File: src/ppc_pkg.sv
// package for the priority pin crossbar: pin indices, codes and reset values
package ppc_pkg;
    localparam int          PPC_NPINS       = 7;
    // low-frequency clock select codes
    localparam logic [2:0]  PPC_LF_CRYSTAL  = 3'h0;
    localparam logic [2:0]  PPC_LF_ANA_CLK  = 3'h3;
    localparam logic [2:0]  PPC_LF_DIG_CLK  = 3'h4;
    // pin indices within port 0
    localparam int          PPC_PIN_P00     = 0;
    localparam int          PPC_PIN_P01     = 1;
    localparam int          PPC_PIN_SCK     = 2;
    localparam int          PPC_PIN_MOSI    = 3;
    localparam int          PPC_PIN_MISO    = 4;
    localparam int          PPC_PIN_TXD     = 5;
    localparam int          PPC_PIN_RXD     = 6;
    // reset values: all pins digital inputs
    localparam logic [6:0]  PPC_DIR_RST     = 7'h00;
    localparam logic [6:0]  PPC_DATA_RST    = 7'h00;
    // owner codes, one-hot per priority slot, gpio first, then highest to lowest
    typedef enum logic [7:0] {
        PPC_OWN_GPIO  = 8'h01,
        PPC_OWN_OSC   = 8'h02,
        PPC_OWN_MSPI  = 8'h04,
        PPC_OWN_SSPI  = 8'h08,
        PPC_OWN_DBG   = 8'h10,
        PPC_OWN_TWI   = 8'h20,
        PPC_OWN_PWM   = 8'h40,
        PPC_OWN_ANA   = 8'h80
    } ppc_owner_e;
endpackage : ppc_pkg

File: src/ppc_pin_crossbar.sv
// priority pin crossbar for the seven-pin port 0
//
// Notes on behaviour
// (RQ1) grant only without higher priority competitor
// (RQ2) digital grant is all pins or none
// (RQ3) analog connects only selected channel pins
// (RQ4) comparator shares converter selects and slot
// (RQ5) analog enable leaves digital settings alone
// (RQ6) software disables digital buffers before analog
// (RQ7) analog conflicts resolved by priority
// (RQ8) oscillator requests analog or digital pins
// (RQ9) idle pins follow gpio data and direction
// (RQ10) reset leaves every pin a digital input
// (RQ11) input pin feeds both default consumers
// (RQ12) output pin driven by gpio AND txd
// (RQ13) slave data out only while selected
// (RQ14) fixed seven-level priority order
// (RQ15) flash spi only in programming mode
// (RQ16) clock select codes set oscillator pins
// (RQ17) granted signals get tabulated directions
// (RQ18) granted pins leave gpio control
// (RQ19) features written one pin at a time; here gpio_wr_in writes the whole port
// (RQ20) grants recomputed combinationally
`timescale 1ns/1ps
module ppc_pin_crossbar
    import ppc_pkg::*;
(
    // clock and reset
    input  wire logic       ref_clk_in,
    input  wire logic       srst_in,
    // pins (four signals each)
    input  wire logic [6:0] pin_in,
    output logic      [6:0] pin_out,
    output logic      [6:0] pin_oe_out,
    output logic      [6:0] pin_ana_out,
    // gpio registers
    input  wire logic [6:0] port_data_reg_in,
    input  wire logic [6:0] port_direction_reg_in,
    input  wire logic       gpio_wr_in,
    output logic      [6:0] port_pin_data_out,
    // peripheral enables
    input  wire logic       mspi_en_in,
    input  wire logic       sspi_en_in,
    input  wire logic       dbg_en_in,
    input  wire logic       twi_en_in,
    input  wire logic       pwm_en_in,
    input  wire logic       converter_en_in,
    input  wire logic       comparator_en_in,
    input  wire logic       programming_mode_input_in,
    input  wire logic [2:0] low_freq_clock_select_in,
    input  wire logic [3:0] converter_channel_select_in,
    input  wire logic [1:0] converter_reference_select_in,
    // peripheral outputs
    input  wire logic       master_spi_clock_out_in,
    input  wire logic       master_spi_data_out_in,
    input  wire logic       slave_spi_data_out_in,
    input  wire logic       dbg_tdo_in,
    input  wire logic       twi_sda_out_in,
    input  wire logic       twi_scl_out_in,
    input  wire logic       pwm0_in,
    input  wire logic       pwm1_in,
    input  wire logic       uart_txd_in,
    // peripheral inputs
    output logic            master_spi_data_in_out,
    output logic            slave_spi_clk_out,
    output logic            slave_spi_data_in_out,
    output logic            slave_spi_csn_n_out,
    output logic            dbg_tck_out,
    output logic            dbg_tms_out,
    output logic            dbg_tdi_out,
    output logic            two_wire_data_line_out,
    output logic            two_wire_clock_line_out,
    output logic            uart_rxd_out,
    output logic            timer0_in_out,
    output logic            ext_interrupt_zero_out,
    output logic            ext_interrupt_one_out,
    output logic            low_freq_clock_out,
    // status
    output logic      [7:0] owner_out,
    output logic            grant_mspi_out,
    output logic            grant_sspi_out,
    output logic            grant_dbg_out,
    output logic            grant_twi_out,
    output logic            grant_pwm_out,
    output logic            osc_analog_out
);

    ////////////////////////////////////////////////////////////////////////////
    // pin masks per block
    function automatic logic [6:0] ppc_bit(input int idx);
        ppc_bit = 7'(1) << idx;
    endfunction : ppc_bit

    // channel select to pin, only channels 0..6 exist on this port
    function automatic logic [6:0] ppc_chan(input logic [3:0] sel);
        ppc_chan = (sel < 4'h7) ? (7'h01 << sel) : 7'h00;
    endfunction : ppc_chan

    // pins claimed by each digital block, bit n is pin n of port 0
    // debug takes the sck, mosi and miso pins and drives tdo on the txd pin
    localparam logic [6:0] MASK_MSPI = 7'h1c;
    localparam logic [6:0] MASK_SSPI = 7'h3c;
    localparam logic [6:0] MASK_DBG  = 7'h3c;
    localparam logic [6:0] MASK_TWI  = 7'h60;
    localparam logic [6:0] MASK_PWM  = 7'h48;

    ////////////////////////////////////////////////////////////////////////////
    // gpio registers, reset to all inputs
    logic [6:0] gpio_dir_q;
    logic [6:0] gpio_dir_d;
    logic [6:0] gpio_data_q;
    logic [6:0] gpio_data_d;
    logic [6:0] pin_data_q;

    assign gpio_dir_d  = gpio_wr_in ? port_direction_reg_in : gpio_dir_q;
    assign gpio_data_d = gpio_wr_in ? port_data_reg_in : gpio_data_q;

    // register updates
    always_ff @(posedge ref_clk_in) begin
        if (srst_in) begin
            gpio_dir_q  <= PPC_DIR_RST; // RQ10
            gpio_data_q <= PPC_DATA_RST;
            pin_data_q  <= 7'h00;
        end else begin
            gpio_dir_q  <= gpio_dir_d;
            gpio_data_q <= gpio_data_d;
            pin_data_q  <= pin_in;
        end
    end
    assign port_pin_data_out = pin_data_q;

    ////////////////////////////////////////////////////////////////////////////
    // oscillator request from clock select
    wire osc_xtal = (low_freq_clock_select_in == PPC_LF_CRYSTAL); // RQ16
    wire osc_ana  = (low_freq_clock_select_in == PPC_LF_ANA_CLK); // RQ16
    wire osc_dig  = (low_freq_clock_select_in == PPC_LF_DIG_CLK); // RQ8
    wire [6:0] osc_ana_mask = osc_xtal ? 7'h03 : (osc_ana ? 7'h02 : 7'h00);
    wire [6:0] osc_dig_mask = osc_dig ? ppc_bit(PPC_PIN_P01) : 7'h00;
    assign osc_analog_out = osc_xtal | osc_ana;

    // slave spi also stands for flash spi in programming mode
    wire sspi_req = sspi_en_in | programming_mode_input_in; // RQ15

    ////////////////////////////////////////////////////////////////////////////
    // all-or-none grants by fixed priority, combinational
    // each stage adds the pins of a granted block, so a lower block
    // sees every pin already claimed above it
    wire [6:0] used0 = osc_dig_mask; // RQ14
    wire g_mspi = mspi_en_in && ((MASK_MSPI & used0) == 7'h00); // RQ1 RQ2 RQ20
    wire [6:0] used1 = used0 | (g_mspi ? MASK_MSPI : 7'h00);
    wire g_sspi = sspi_req && ((MASK_SSPI & used1) == 7'h00) && !mspi_en_in; // RQ1
    wire [6:0] used2 = used1 | (g_sspi ? MASK_SSPI : 7'h00);
    wire blk3 = mspi_en_in | sspi_req;
    wire g_dbg = dbg_en_in && ((MASK_DBG & used2) == 7'h00) && !blk3; // RQ2
    wire [6:0] used3 = used2 | (g_dbg ? MASK_DBG : 7'h00);
    wire g_twi = twi_en_in && ((MASK_TWI & used3) == 7'h00) && !(blk3 | dbg_en_in); // RQ1
    wire [6:0] used4 = used3 | (g_twi ? MASK_TWI : 7'h00);
    wire g_pwm = pwm_en_in && ((MASK_PWM & used4) == 7'h00)
                 && !(blk3 | dbg_en_in | twi_en_in); // RQ14
    wire [6:0] dig_mask = used4 | (g_pwm ? MASK_PWM : 7'h00);

    assign grant_mspi_out = g_mspi;
    assign grant_sspi_out = g_sspi;
    assign grant_dbg_out  = g_dbg;
    assign grant_twi_out  = g_twi;
    assign grant_pwm_out  = g_pwm;

    ////////////////////////////////////////////////////////////////////////////
    // analog connections: oscillator beats converter/comparator
    wire       ana_on   = converter_en_in | comparator_en_in; // RQ4
    wire [6:0] ref_mask = (converter_reference_select_in != 2'h0)
                          ? ppc_chan({2'h0, converter_reference_select_in}) : 7'h00;
    wire [6:0] conv_req = ana_on ? (ppc_chan(converter_channel_select_in) | ref_mask)
                          : 7'h00; // RQ3
    wire [6:0] conv_mask = conv_req & ~osc_ana_mask; // RQ7
    // analog switch does not alter digital drive
    assign pin_ana_out = osc_ana_mask | conv_mask; // RQ5

    ////////////////////////////////////////////////////////////////////////////
    // per-pin output value and enable
    // select is taken straight from the pin so the driver lets go
    // in the same cycle as the master deselects
    wire csn_active = g_sspi && !pin_in[PPC_PIN_TXD];
    logic [6:0] per_o;
    logic [6:0] per_oe;
    always_comb begin
        per_o  = 7'h00;
        per_oe = 7'h00;
        if (g_mspi) begin
            per_o[PPC_PIN_SCK]   = master_spi_clock_out_in; // RQ17
            per_oe[PPC_PIN_SCK]  = 1'b1;
            per_o[PPC_PIN_MOSI]  = master_spi_data_out_in;
            per_oe[PPC_PIN_MOSI] = 1'b1;
        end
        if (g_sspi) begin
            per_o[PPC_PIN_MISO]  = slave_spi_data_out_in;
            per_oe[PPC_PIN_MISO] = csn_active; // RQ13
        end
        if (g_dbg) begin
            per_o[PPC_PIN_TXD]  = dbg_tdo_in;
            per_oe[PPC_PIN_TXD] = 1'b1;
        end
        if (g_twi) begin
            // open drain: drive low only
            per_o[PPC_PIN_RXD]  = 1'b0;
            per_oe[PPC_PIN_RXD] = !twi_sda_out_in; // RQ17
            per_o[PPC_PIN_TXD]  = 1'b0;
            per_oe[PPC_PIN_TXD] = !twi_scl_out_in;
        end
        if (g_pwm) begin
            per_o[PPC_PIN_MOSI]  = pwm0_in;
            per_oe[PPC_PIN_MOSI] = 1'b1;
            per_o[PPC_PIN_RXD]   = pwm1_in;
            per_oe[PPC_PIN_RXD]  = 1'b1;
        end
    end

    // default gpio drive, txd ANDed on the txd and rxd pins
    // uart lines idle high, so the and gate passes gpio data when idle
    logic [6:0] gpio_o;
    always_comb begin
        gpio_o = gpio_data_q; // RQ9
        gpio_o[PPC_PIN_TXD] = gpio_data_q[PPC_PIN_TXD] & uart_txd_in; // RQ12
        gpio_o[PPC_PIN_RXD] = gpio_data_q[PPC_PIN_RXD] & uart_txd_in; // RQ12
    end

    // owned pins leave gpio control
    assign pin_out    = (dig_mask & per_o) | (~dig_mask & gpio_o); // RQ18
    assign pin_oe_out = (dig_mask & per_oe) | (~dig_mask & gpio_dir_q); // RQ9 RQ18

    ////////////////////////////////////////////////////////////////////////////
    // inputs to peripherals
    assign master_spi_data_in_out  = g_mspi ? pin_in[PPC_PIN_MISO] : 1'b0;
    assign slave_spi_clk_out       = g_sspi ? pin_in[PPC_PIN_SCK]  : 1'b0;
    assign slave_spi_data_in_out   = g_sspi ? pin_in[PPC_PIN_MOSI] : 1'b0;
    assign slave_spi_csn_n_out     = g_sspi ? pin_in[PPC_PIN_TXD]  : 1'b1;
    assign dbg_tck_out             = g_dbg  ? pin_in[PPC_PIN_SCK]  : 1'b0;
    assign dbg_tms_out             = g_dbg  ? pin_in[PPC_PIN_MOSI] : 1'b0;
    assign dbg_tdi_out             = g_dbg  ? pin_in[PPC_PIN_MISO] : 1'b0;
    assign two_wire_data_line_out  = g_twi  ? pin_in[PPC_PIN_RXD]  : 1'b1;
    assign two_wire_clock_line_out = g_twi  ? pin_in[PPC_PIN_TXD]  : 1'b1;
    assign low_freq_clock_out      = osc_dig ? pin_in[PPC_PIN_P01] : 1'b0;
    // second default consumers of input pins
    // a driven or claimed pin never feeds a second default consumer
    wire [6:0] idle_in = ~dig_mask & ~gpio_dir_q & pin_in; // RQ11
    assign uart_rxd_out           = ~dig_mask[PPC_PIN_RXD] ? idle_in[PPC_PIN_RXD] : 1'b1;
    assign timer0_in_out          = idle_in[PPC_PIN_MISO];
    assign ext_interrupt_zero_out = idle_in[PPC_PIN_P00]; // RQ11
    assign ext_interrupt_one_out  = idle_in[PPC_PIN_SCK];

    ////////////////////////////////////////////////////////////////////////////
    // owner status for pin 3 (most contended)
    // a pin-3 view is enough to see most priority levels contend
    ppc_owner_e own3;
    assign own3 = g_mspi ? PPC_OWN_MSPI : g_sspi ? PPC_OWN_SSPI : g_dbg ? PPC_OWN_DBG
                : g_pwm ? PPC_OWN_PWM : conv_mask[PPC_PIN_MOSI] ? PPC_OWN_ANA : PPC_OWN_GPIO;
    assign owner_out = own3;

    ////////////////////////////////////////////////////////////////////////////
    // checks
    a_grant_all_none: assert property (@(posedge ref_clk_in) disable iff (srst_in) // RQ2
        g_twi |-> pin_oe_out[PPC_PIN_RXD] == !twi_sda_out_in)
        else $error("twi grant not whole");
    a_prio_mspi_wins: assert property (@(posedge ref_clk_in) disable iff (srst_in) // RQ1
        mspi_en_in && !osc_dig |-> !g_sspi && !g_dbg)
        else $error("lower priority granted over spi master");
    a_prio_chain: assert property (@(posedge ref_clk_in) disable iff (srst_in) // RQ14
        (g_pwm |-> !twi_en_in && !dbg_en_in) and (g_twi |-> !dbg_en_in))
        else $error("priority order broken");
    a_miso_csn_gate: assert property (@(posedge ref_clk_in) disable iff (srst_in) // RQ13
        pin_oe_out[PPC_PIN_MISO] && g_sspi |-> !pin_in[PPC_PIN_TXD])
        else $error("slave data out without select");
    a_ana_select: assert property (@(posedge ref_clk_in) disable iff (srst_in) // RQ3
        !ana_on |-> (pin_ana_out & ~osc_ana_mask) == 7'h00)
        else $error("analog pin without request");
    a_ana_osc_prio: assert property (@(posedge ref_clk_in) disable iff (srst_in) // RQ7
        osc_xtal |-> conv_mask[1:0] == 2'b00)
        else $error("converter took oscillator pin");
    a_reset_inputs: assert property (@(posedge ref_clk_in) // RQ10
        $past(srst_in) && !g_mspi && !g_sspi && !g_dbg && !g_twi && !g_pwm && !osc_dig
        |-> pin_oe_out == 7'h00)
        else $error("pin driven after reset");
    a_txd_and_gate: assert property (@(posedge ref_clk_in) disable iff (srst_in) // RQ12
        !dig_mask[PPC_PIN_TXD] && !uart_txd_in |-> !pin_out[PPC_PIN_TXD])
        else $error("txd not anded");
    a_gpio_follow: assert property (@(posedge ref_clk_in) disable iff (srst_in) // RQ9
        gpio_wr_in && dig_mask == 7'h00 ##1 dig_mask == 7'h00
        |-> pin_oe_out == $past(port_direction_reg_in))
        else $error("gpio direction not applied");
    // digital grants take their whole pin set in priority order
    a_dbg_whole: assert property (@(posedge ref_clk_in) disable iff (srst_in) // RQ2
        g_dbg |-> pin_oe_out[PPC_PIN_TXD] && !pin_oe_out[PPC_PIN_SCK])
        else $error("debug grant not whole");
    a_sspi_prio: assert property (@(posedge ref_clk_in) disable iff (srst_in) // RQ14
        g_sspi |-> !mspi_en_in)
        else $error("slave spi over spi master");
    a_dbg_prio: assert property (@(posedge ref_clk_in) disable iff (srst_in) // RQ1
        g_dbg |-> !mspi_en_in && !sspi_req)
        else $error("debug over spi");
    a_flash_programming_mode_input: assert property (@(posedge ref_clk_in) disable iff (srst_in) // RQ15
        programming_mode_input_in && !mspi_en_in |-> g_sspi)
        else $error("flash spi not granted");
    a_mspi_pins: assert property (@(posedge ref_clk_in) disable iff (srst_in) // RQ17
        g_mspi |-> pin_oe_out[PPC_PIN_SCK] && !pin_oe_out[PPC_PIN_MISO])
        else $error("spi master directions wrong");
    a_mspi_drive: assert property (@(posedge ref_clk_in) disable iff (srst_in) // RQ18
        g_mspi |-> pin_out[PPC_PIN_MOSI] == master_spi_data_out_in)
        else $error("spi master pin still gpio");
    a_pwm_drive: assert property (@(posedge ref_clk_in) disable iff (srst_in) // RQ17
        g_pwm |-> pin_out[PPC_PIN_RXD] == pwm1_in)
        else $error("pwm pin not driven");
    a_twi_open: assert property (@(posedge ref_clk_in) disable iff (srst_in) // RQ17
        g_twi |-> !pin_out[PPC_PIN_TXD] && !pin_out[PPC_PIN_RXD])
        else $error("two-wire drove high");
    a_csn_idle: assert property (@(posedge ref_clk_in) disable iff (srst_in) // RQ13
        !g_sspi |-> slave_spi_csn_n_out)
        else $error("select active without grant");
    // default and analog connections
    a_ana_keeps_dig: assert property (@(posedge ref_clk_in) disable iff (srst_in) // RQ5
        ana_on && dig_mask == 7'h00 |-> pin_oe_out == gpio_dir_q)
        else $error("analog changed digital direction");
    a_idle_rxd: assert property (@(posedge ref_clk_in) disable iff (srst_in) // RQ11
        !dig_mask[PPC_PIN_RXD] && !gpio_dir_q[PPC_PIN_RXD] |-> uart_rxd_out == pin_in[PPC_PIN_RXD])
        else $error("rxd not fed from pin");
    a_ana_chan: assert property (@(posedge ref_clk_in) disable iff (srst_in) // RQ3
        ana_on && converter_channel_select_in == 4'h7 && converter_reference_select_in == 2'h0
        |-> conv_mask == 7'h00)
        else $error("analog pin without channel");
    // oscillator pin use
    a_lf_clock: assert property (@(posedge ref_clk_in) disable iff (srst_in) // RQ8
        osc_dig |-> low_freq_clock_out == pin_in[PPC_PIN_P01])
        else $error("digital clock not routed");
    a_osc_ana_pin: assert property (@(posedge ref_clk_in) disable iff (srst_in) // RQ16
        osc_ana |-> pin_ana_out[PPC_PIN_P01])
        else $error("analog clock pin not connected");
    c_mspi_grant: cover property (@(posedge ref_clk_in) g_mspi);
    c_sspi_denied: cover property (@(posedge ref_clk_in) sspi_en_in && !g_sspi);
    c_twi_grant: cover property (@(posedge ref_clk_in) g_twi);
    c_ana_conn: cover property (@(posedge ref_clk_in) conv_mask != 7'h00);
    c_pwm_grant: cover property (@(posedge ref_clk_in) g_pwm);

endmodule : ppc_pin_crossbar

File: config.mk
export PLATFORM = sky130hd
export DESIGN_NAME = ppc_pin_crossbar
export DESIGN_NICKNAME = d
export VERILOG_FILES = /design/src/ppc_pkg.sv /design/src/ppc_pin_crossbar.sv
export SDC_FILE = /design/constraint.sdc
export NUM_CORES = 1
export LEC_CHECK = 0
export BUFFER_PORTS_ARGS = -buffer_cell sky130_fd_sc_hd__buf_2
export CAP_MARGIN = 30
export CORE_MARGIN = 10
export CORE_UTILIZATION = 41
export CTS_CLUSTER_SIZE = 20
export DETAILED_ROUTE_END_ITERATION = 10
export PLACE_DENSITY_LB_ADDON = 0.15
export SYNTH_ARGS = -nofsm -noshare
export SYNTH_HDL_FRONTEND = slang
export SYNTH_SLANG_ARGS = --single-unit
File: constraint.sdc
create_clock -name ref_clk_in -period 2.16 [get_ports ref_clk_in]
set_clock_uncertainty 0.15 [all_clocks]
set_input_delay 0.432 -clock ref_clk_in [delete_from_list [all_inputs] [get_ports ref_clk_in]]
set_output_delay 0.432 -clock ref_clk_in [all_outputs]
set_load 0.02 [all_outputs]
== Yosys cells after proc, flatten, opt, wreduce, memory -nomap -nowiden ==
Index checks and enable logic that the tools add are counted.
Widths: inputs -> output; s select.

* Register bits: 21
* Bits of input ports: 50
* Output and inout bits: 56
* Logic and storage cells: 98

* $lt $le $gt $ge: 1
* Eq/ne operators: 2
* Shift-type cells: 2
* Muxes and demuxes: 39
* Bitwise logic cells: 27
* Reduce and logical (&&, ||, !) cells: 24

{| class="wikitable"
|+ Operator list
! kind !! number
|-
| $and 7x7->7 || 7
|-
| $mux 8 || 5
|-
| $mux 7 || 5
|-
| $logic_not 7->1 || 4
|-
| $or 7x7->7 || 4
|-
| $mux 1 || 20
|-
| $not 7->7 || 2
|-
| $mux 2 || 6
|-
| $mux 6 || 2
|-
| $logic_and 1x1->1 || 10
|-
| $logic_not 1->1 || 7
|-
| $logic_not 7->1 const A || 1
|-
| $not 2->7 || 1
|-
| $or 2x7->7 || 1
|-
| $or 6x7->7 || 1
|-
| $shl 1x2->7 const A || 1
|-
| $shl 1x4->7 const A || 1
|-
| $or 1x1->1 || 6
|-
| $or 5x6->6 || 1
|-
| $or 6x6->6 || 1
|-
| $mux 5 || 1
|-
| $or 2x5->5 || 1
|-
| $lt 4x3->1 const B || 1
|-
| $eq 3x2->1 const B || 1
|-
| other kinds (4) || 5
|}

== Depth between registers and ports, before layout ==
* Depth after elaboration: 28
* Gate-level depth with buffers: 4
* Mapped depth without buffers: 3

== Worst setup path before layout ==
No wires, ideal clock.

* Path kind: in2out
* Start: input mspi_en_in
* End: output timer0_in_out
* Arrival time: 1567 ps
* Required time: 1578 ps
* Setup slack: 11 ps
* Stages: 2
* Path buffers: 0
* Path through: or4_4 > nor3b_1

* Cells in the longest elaborated chain, start to end: 18
* Elaborated cells on any way between the ends: 21
* Classes of those cells: 3 x mux; 9 x bitwise; 9 x reduce/logical

{| class="wikitable"
|+ Ends and longest elaborated chain
! what !! line !! RTL
|-
| start, declared || ppc_pin_crossbar.sv:42 || <nowiki>input wire logic mspi_en_in,</nowiki>
|-
| $logic_and 1x1->1 || ppc_pin_crossbar.sv:149 || <nowiki>wire g_mspi = mspi_en_in && ((MASK_MSPI & used0) == 7'h00);</nowiki>
|-
| $mux 5 || ppc_pin_crossbar.sv:150 || <nowiki>wire [6:0] used1 = used0 | (g_mspi ? MASK_MSPI : 7'h00);</nowiki>
|-
| $or 2x5->5 || ppc_pin_crossbar.sv:150 ||
|-
| $logic_not 7->1 || ppc_pin_crossbar.sv:151 || <nowiki>wire g_sspi = sspi_req && ((MASK_SSPI & used1) == 7'h00) && !mspi_en_in;</nowiki>
|-
| $logic_and 1x1->1 (2 in a row) || ppc_pin_crossbar.sv:151 ||
|-
| $mux 6 || ppc_pin_crossbar.sv:152 || <nowiki>wire [6:0] used2 = used1 | (g_sspi ? MASK_SSPI : 7'h00);</nowiki>
|-
| $or 5x6->6 || ppc_pin_crossbar.sv:152 ||
|-
| $logic_not 7->1 || ppc_pin_crossbar.sv:154 || <nowiki>wire g_dbg = dbg_en_in && ((MASK_DBG & used2) == 7'h00) && !blk3;</nowiki>
|-
| $logic_and 1x1->1 (2 in a row) || ppc_pin_crossbar.sv:154 ||
|-
| $mux 6 || ppc_pin_crossbar.sv:155 || <nowiki>wire [6:0] used3 = used2 | (g_dbg ? MASK_DBG : 7'h00);</nowiki>
|-
| $or 6x6->6 * || ppc_pin_crossbar.sv:155 ||
|-
| $or 6x7->7 * || ppc_pin_crossbar.sv:157 || <nowiki>wire [6:0] used4 = used3 | (g_twi ? MASK_TWI : 7'h00);</nowiki>
|-
| $or 7x7->7 * || ppc_pin_crossbar.sv:160 || <nowiki>wire [6:0] dig_mask = used4 | (g_pwm ? MASK_PWM : 7'h00);</nowiki>
|-
| $not 7->7 * || ppc_pin_crossbar.sv:245 || <nowiki>wire [6:0] idle_in = ~dig_mask & ~gpio_dir_q & pin_in;</nowiki>
|-
| $and 7x7->7 * (2 in a row) || ppc_pin_crossbar.sv:245 ||
|-
| end, declared || ppc_pin_crossbar.sv:74 || <nowiki>output logic timer0_in_out,</nowiki>
|}

Mark *: on every way between the ends. The rest lies on a longest branch, timed or not.

== Worst setup path in the final report ==
* Start: input dbg_en_in
* End: output pin_out[6]

* Cells in the longest elaborated chain, start to end: 17
* Elaborated cells on any way between the ends: 23
* Classes of those cells: 4 x mux; 9 x bitwise; 10 x reduce/logical

{| class="wikitable"
|+ Ends and longest elaborated chain
! what !! line !! RTL
|-
| start, declared || ppc_pin_crossbar.sv:44 || <nowiki>input wire logic dbg_en_in,</nowiki>
|-
| $logic_and 1x1->1 (2 in a row) || ppc_pin_crossbar.sv:154 ||
|-
| $mux 6 || ppc_pin_crossbar.sv:155 ||
|-
| $or 6x6->6 || ppc_pin_crossbar.sv:155 ||
|-
| $logic_not 7->1 || ppc_pin_crossbar.sv:156 || <nowiki>wire g_twi = twi_en_in && ((MASK_TWI & used3) == 7'h00) && !(blk3 | dbg_en_in);</nowiki>
|-
| $logic_and 1x1->1 (2 in a row) || ppc_pin_crossbar.sv:156 ||
|-
| $mux 7 || ppc_pin_crossbar.sv:157 ||
|-
| $or 6x7->7 || ppc_pin_crossbar.sv:157 ||
|-
| $logic_not 7->1 || ppc_pin_crossbar.sv:158 || <nowiki>wire g_pwm = pwm_en_in && ((MASK_PWM & used4) == 7'h00)</nowiki>
|-
| $logic_and 1x1->1 || ppc_pin_crossbar.sv:158 ||
|-
| $logic_and 1x1->1 || ppc_pin_crossbar.sv:159 || <nowiki>&& !(blk3 | dbg_en_in | twi_en_in);</nowiki>
|-
| $mux 7 || ppc_pin_crossbar.sv:160 ||
|-
| $or 7x7->7 || ppc_pin_crossbar.sv:160 ||
|-
| $not 7->7 || ppc_pin_crossbar.sv:228 || <nowiki>assign pin_out = (dig_mask & per_o) | (~dig_mask & gpio_o);</nowiki>
|-
| $and 7x7->7 || ppc_pin_crossbar.sv:228 ||
|-
| $or 7x7->7 * || ppc_pin_crossbar.sv:228 ||
|-
| end, declared || ppc_pin_crossbar.sv:33 || <nowiki>output logic [6:0] pin_out,</nowiki>
|}

Marked as above.

==> flow_metrics.py <==
metrics = {
    "outcome": {
        "status": "completed",
    },
    "floorplanning": {
        "dieArea_um2": 5590,
        "die_w_um": 74.7,
        "start_util": 0.438,
        "pin_count": 106,
        "rows": 19,
        "core-area_um2": 2810,
        "fp.dieH_um": 74.7,
    },
    "critical_path": {
        "arrival_ns": 1.54,
        "crit_path_end": "pin_out[6]",
        "worstSetupPathType": "input pin to primary output",
        "rr_endpoint": "gpio_dir_q[2]$_SDFFE_PP0P_",
        "endpoint_kind": "primary output",
        "worstPathRequired_ns": 1.58,
        "reg2reg_from": "gpio_dir_q[2]$_SDFFE_PP0P_",
        "r2r_setup_slack_ns": 1.36,
        "critPathLaunch": "dbg_en_in",
        "startpoint_type": "input pin",
        "ff2ff_path_depth": 2,
        "crit_fanout": 5,
    },
    "clock_network": {
        "cts_tree": "done",
        "cts_root_buf": "clkbuf_4",
        "clk_pin_slew_worst_paths_ns": 0.12,
        "hold_buffers": 0,
        "clock_path_buffers": 2,
        "ctsHtreeMaxLevel": 1,
        "cts_buffers": 3,
        "cts_sinks": 21,
        "clkLatencyLatePin_ns": 0.30,
    },
    "timing": {
        "max_freq_mhz": 470,
        "fin_setup_tns_ns": 0,
        "rsz0062_at_grt": "no",
        "worst_slack_ns": 0.0339,
        "fin_crit_sh": 0.984,
        "hold_viol": 0,
        "finalSetupViolations": 0,
        "finalCriticalPeriod_ns": 2.13,
        "drv_slew": 0,
    },
    "power_and_ir_drop": {
        "seqPwrFrac": 0.472,
        "ir_drop_v": 0.000382,
        "p_sw_uw": 295,
        "switching_share": 0.331,
        "power.density_nw_per_um2": 495,
        "pwr-share-comb": 0.314,
        "p_leak_uw": 0.00101,
        "clkPwrFrac": 0.214,
        "intPower_uw": 596,
    },
    "place": {
        "io_buffers": 103,
        "dp_worst_setup_slack_ns": -0.0122,
        "dp_cells": 274,
        "dp_hpwl_um": 3600,
        "placed_area_um2": 1750,
        "gp_congestion": 0.794,
    },
    "cells_and_area": {
        "stdcell_count": 278,
        "postLayoutCellArea_um2": 1800,
        "syn2layout_area_growth_pct": 46.4,
        "nets": 298,
        "drive_above_1_share": 0.486,
        "fillers": 273,
        "n_antenna_cell": 0,
    },
    "yosys": {
        "netlist_area_um2": 1230,
        "synthCells": 147,
        "synth_commonest_cells": "25 x nor2_1, 21 x dfxtp_1, 15 x mux2i_1",
        "netlist.area_leader.share": 0.342,
        "synth_edf_count": 0,
        "yosys_most_used_dff": "dfxtp_1",
        "synth_seq_area_share": 0.342,
        "synth.distinct_cells": 37,
        "yosysTopAreaCell": "dfxtp_1",
        "yosys_warnings": 0,
        "synth-async-reset-ratio": 0,
        "synth.most_common_cell": "nor2_1",
        "ys_ff_latch": 21,
        "synthTopCellsByArea": "dfxtp_1 34%, mux2i_1 12%, nor2_1 7.6%",
        "postSynthAreaPerCell_um2": 8.36,
    },
    "grt": {
        "grt_use_total": 0.142,
        "antenna_found_initial": 0,
        "grt.overflow.total": 0,
        "grt_pass1_wl_um": 6290,
        "grt_pass1_vias": 1324,
        "grt_max_degree": 22,
    },
    "min_path": {
        "min_path_type": "input pin to flop",
    },
    "drt": {
        "ant_nets": 0,
        "drc": 0,
        "wl_um": 4220,
        "wl_per_cell_um": 15.2,
        "vias": 1346,
        "drt_first_iter_violations": 40,
        "vias_per_cell": 4.84,
        "dr.pass1.iters": 4,
    },
    "job": {
        "max-cap-violations": 0,
    },
}
worst min path at each step:
stage	from	to	slack, ns	cells past startpoint
floorplan	gpio_dir_q[3]$_SDFFE_PP0P_	gpio_dir_q[3]$_SDFFE_PP0P_	0.30	2
global placement	gpio_data_q[0]$_SDFFE_PP0P_	gpio_data_q[0]$_SDFFE_PP0P_	0.32	2
detailed placement	gpio_dir_q[3]$_SDFFE_PP0P_	gpio_dir_q[3]$_SDFFE_PP0P_	0.33	2
CTS	pin_in[0]	port_pin_data_out[0]$_SDFF_PP0_	0.19	2
global route	port_data_reg_in[5]	gpio_data_q[5]$_SDFFE_PP0P_	0.19	3
finish	pin_in[0]	port_pin_data_out[0]$_SDFF_PP0_	0.19	2
sequential cells by signal (all words and copies together) (netlist names):
signal,cells
gpio_data_q,7
gpio_dir_q,7
port_pin_data_out,7
through the flow:
step | hold slack (ns) | power, uW | utilization
2_1_floorplan | 0.301 | 592 | -
3_3_place_gp | 0.318 | 704 | 0.623
3_5_place_dp | 0.327 | 707 | 0.623
4_1_cts | 0.189 | 898 | 0.635
5_1_grt | 0.191 | 945 | 0.641
6_report | 0.193 | 891 | 0.641
power by group through the flow:
| stage | sequential [uW] | clock, uW | combinational, uW |
|---|---|---|---|
| 3_3_place_gp | 428 | 0 | 276 |
| 5_1_grt | 424 | 215 | 306 |
| 2_1_floorplan | 436 | 0 | 156 |
| 6_report | 420 | 191 | 280 |
| 4_1_cts | 420 | 197 | 280 |
| 3_5_place_dp | 429 | 0 | 279 |
per-layer routing:
layer | global-route usage | wire (um)
met1 | 0.140 | 1590
met3 | 0.0762 | 534
met2 | 0.256 | 2040
met4 | 0.0378 | 63
met5 | 0 | 0
placed cells by master (no fill, tap or decap), types with 2 or more instances in the layout:
| cell type | synthesis | final |
|---|---|---|
| conb_1 | 1 | 2 |
| a21o_1 | 2 | 2 |
| and3_1 | 5 | 5 |
| buf_2 | 2 | 98 |
| a32o_1 | 2 | 2 |
| nand2_1 | 6 | 6 |
| or2_2 | 2 | 2 |
| mux2i_1 | 15 | 15 |
| nand2b_1 | 4 | 4 |
| and2_1 | 8 | 8 |
| clkbuf_4 | 0 | 3 |
| buf_4 | 7 | 8 |
| or3_1 | 2 | 2 |
| buf_6 | 0 | 2 |
| a21oi_1 | 5 | 5 |
| dfxtp_1 | 21 | 21 |
| o21ai_0 | 4 | 3 |
| nor2b_1 | 8 | 8 |
| nor3b_2 | 1 | 2 |
| o21ai_1 | 1 | 2 |
| nor2_1 | 25 | 25 |
| inv_1 | 4 | 4 |
| nand3_1 | 2 | 2 |
| nor4b_1 | 2 | 2 |
worst max-delay path, cell delays in order:
cell and delay [ns]:
buf_2 0.14, or4_4 0.60, nor2_4 0.12, a32o_2 0.14, buf_6 0.11
cells by family after synthesis:
kind of cell / share of synthesized area
mux: 0.122
simple gates: 0.330
flops: 0.342
buf+inv: 0.0753
other cells: 0.00305
compound gates: 0.127
repair_timing:
item / CTS / global route
setup buffers: 0 / 0
setup endpoints to repair: 1 / 4
gates resized for setup: 2 / 8
pin swaps: 1 / 3
final cells by class:
class / instances / area (um2) / share of cell area
Multi-Input combinational cell: 110 / 724 / 0.403
Timing Repair Buffer: 108 / 573 / 0.318
Sequential cell: 21 / 420 / 0.234
Tap cell: 31 / 38.8 / 0.0216
Clock buffer: 3 / 22.5 / 0.0125
Inverter: 4 / 15.0 / 0.00834
Clock inverter: 1 / 5.00 / 0.00278
No activity file was read; power rests on OpenSTA's default activity.
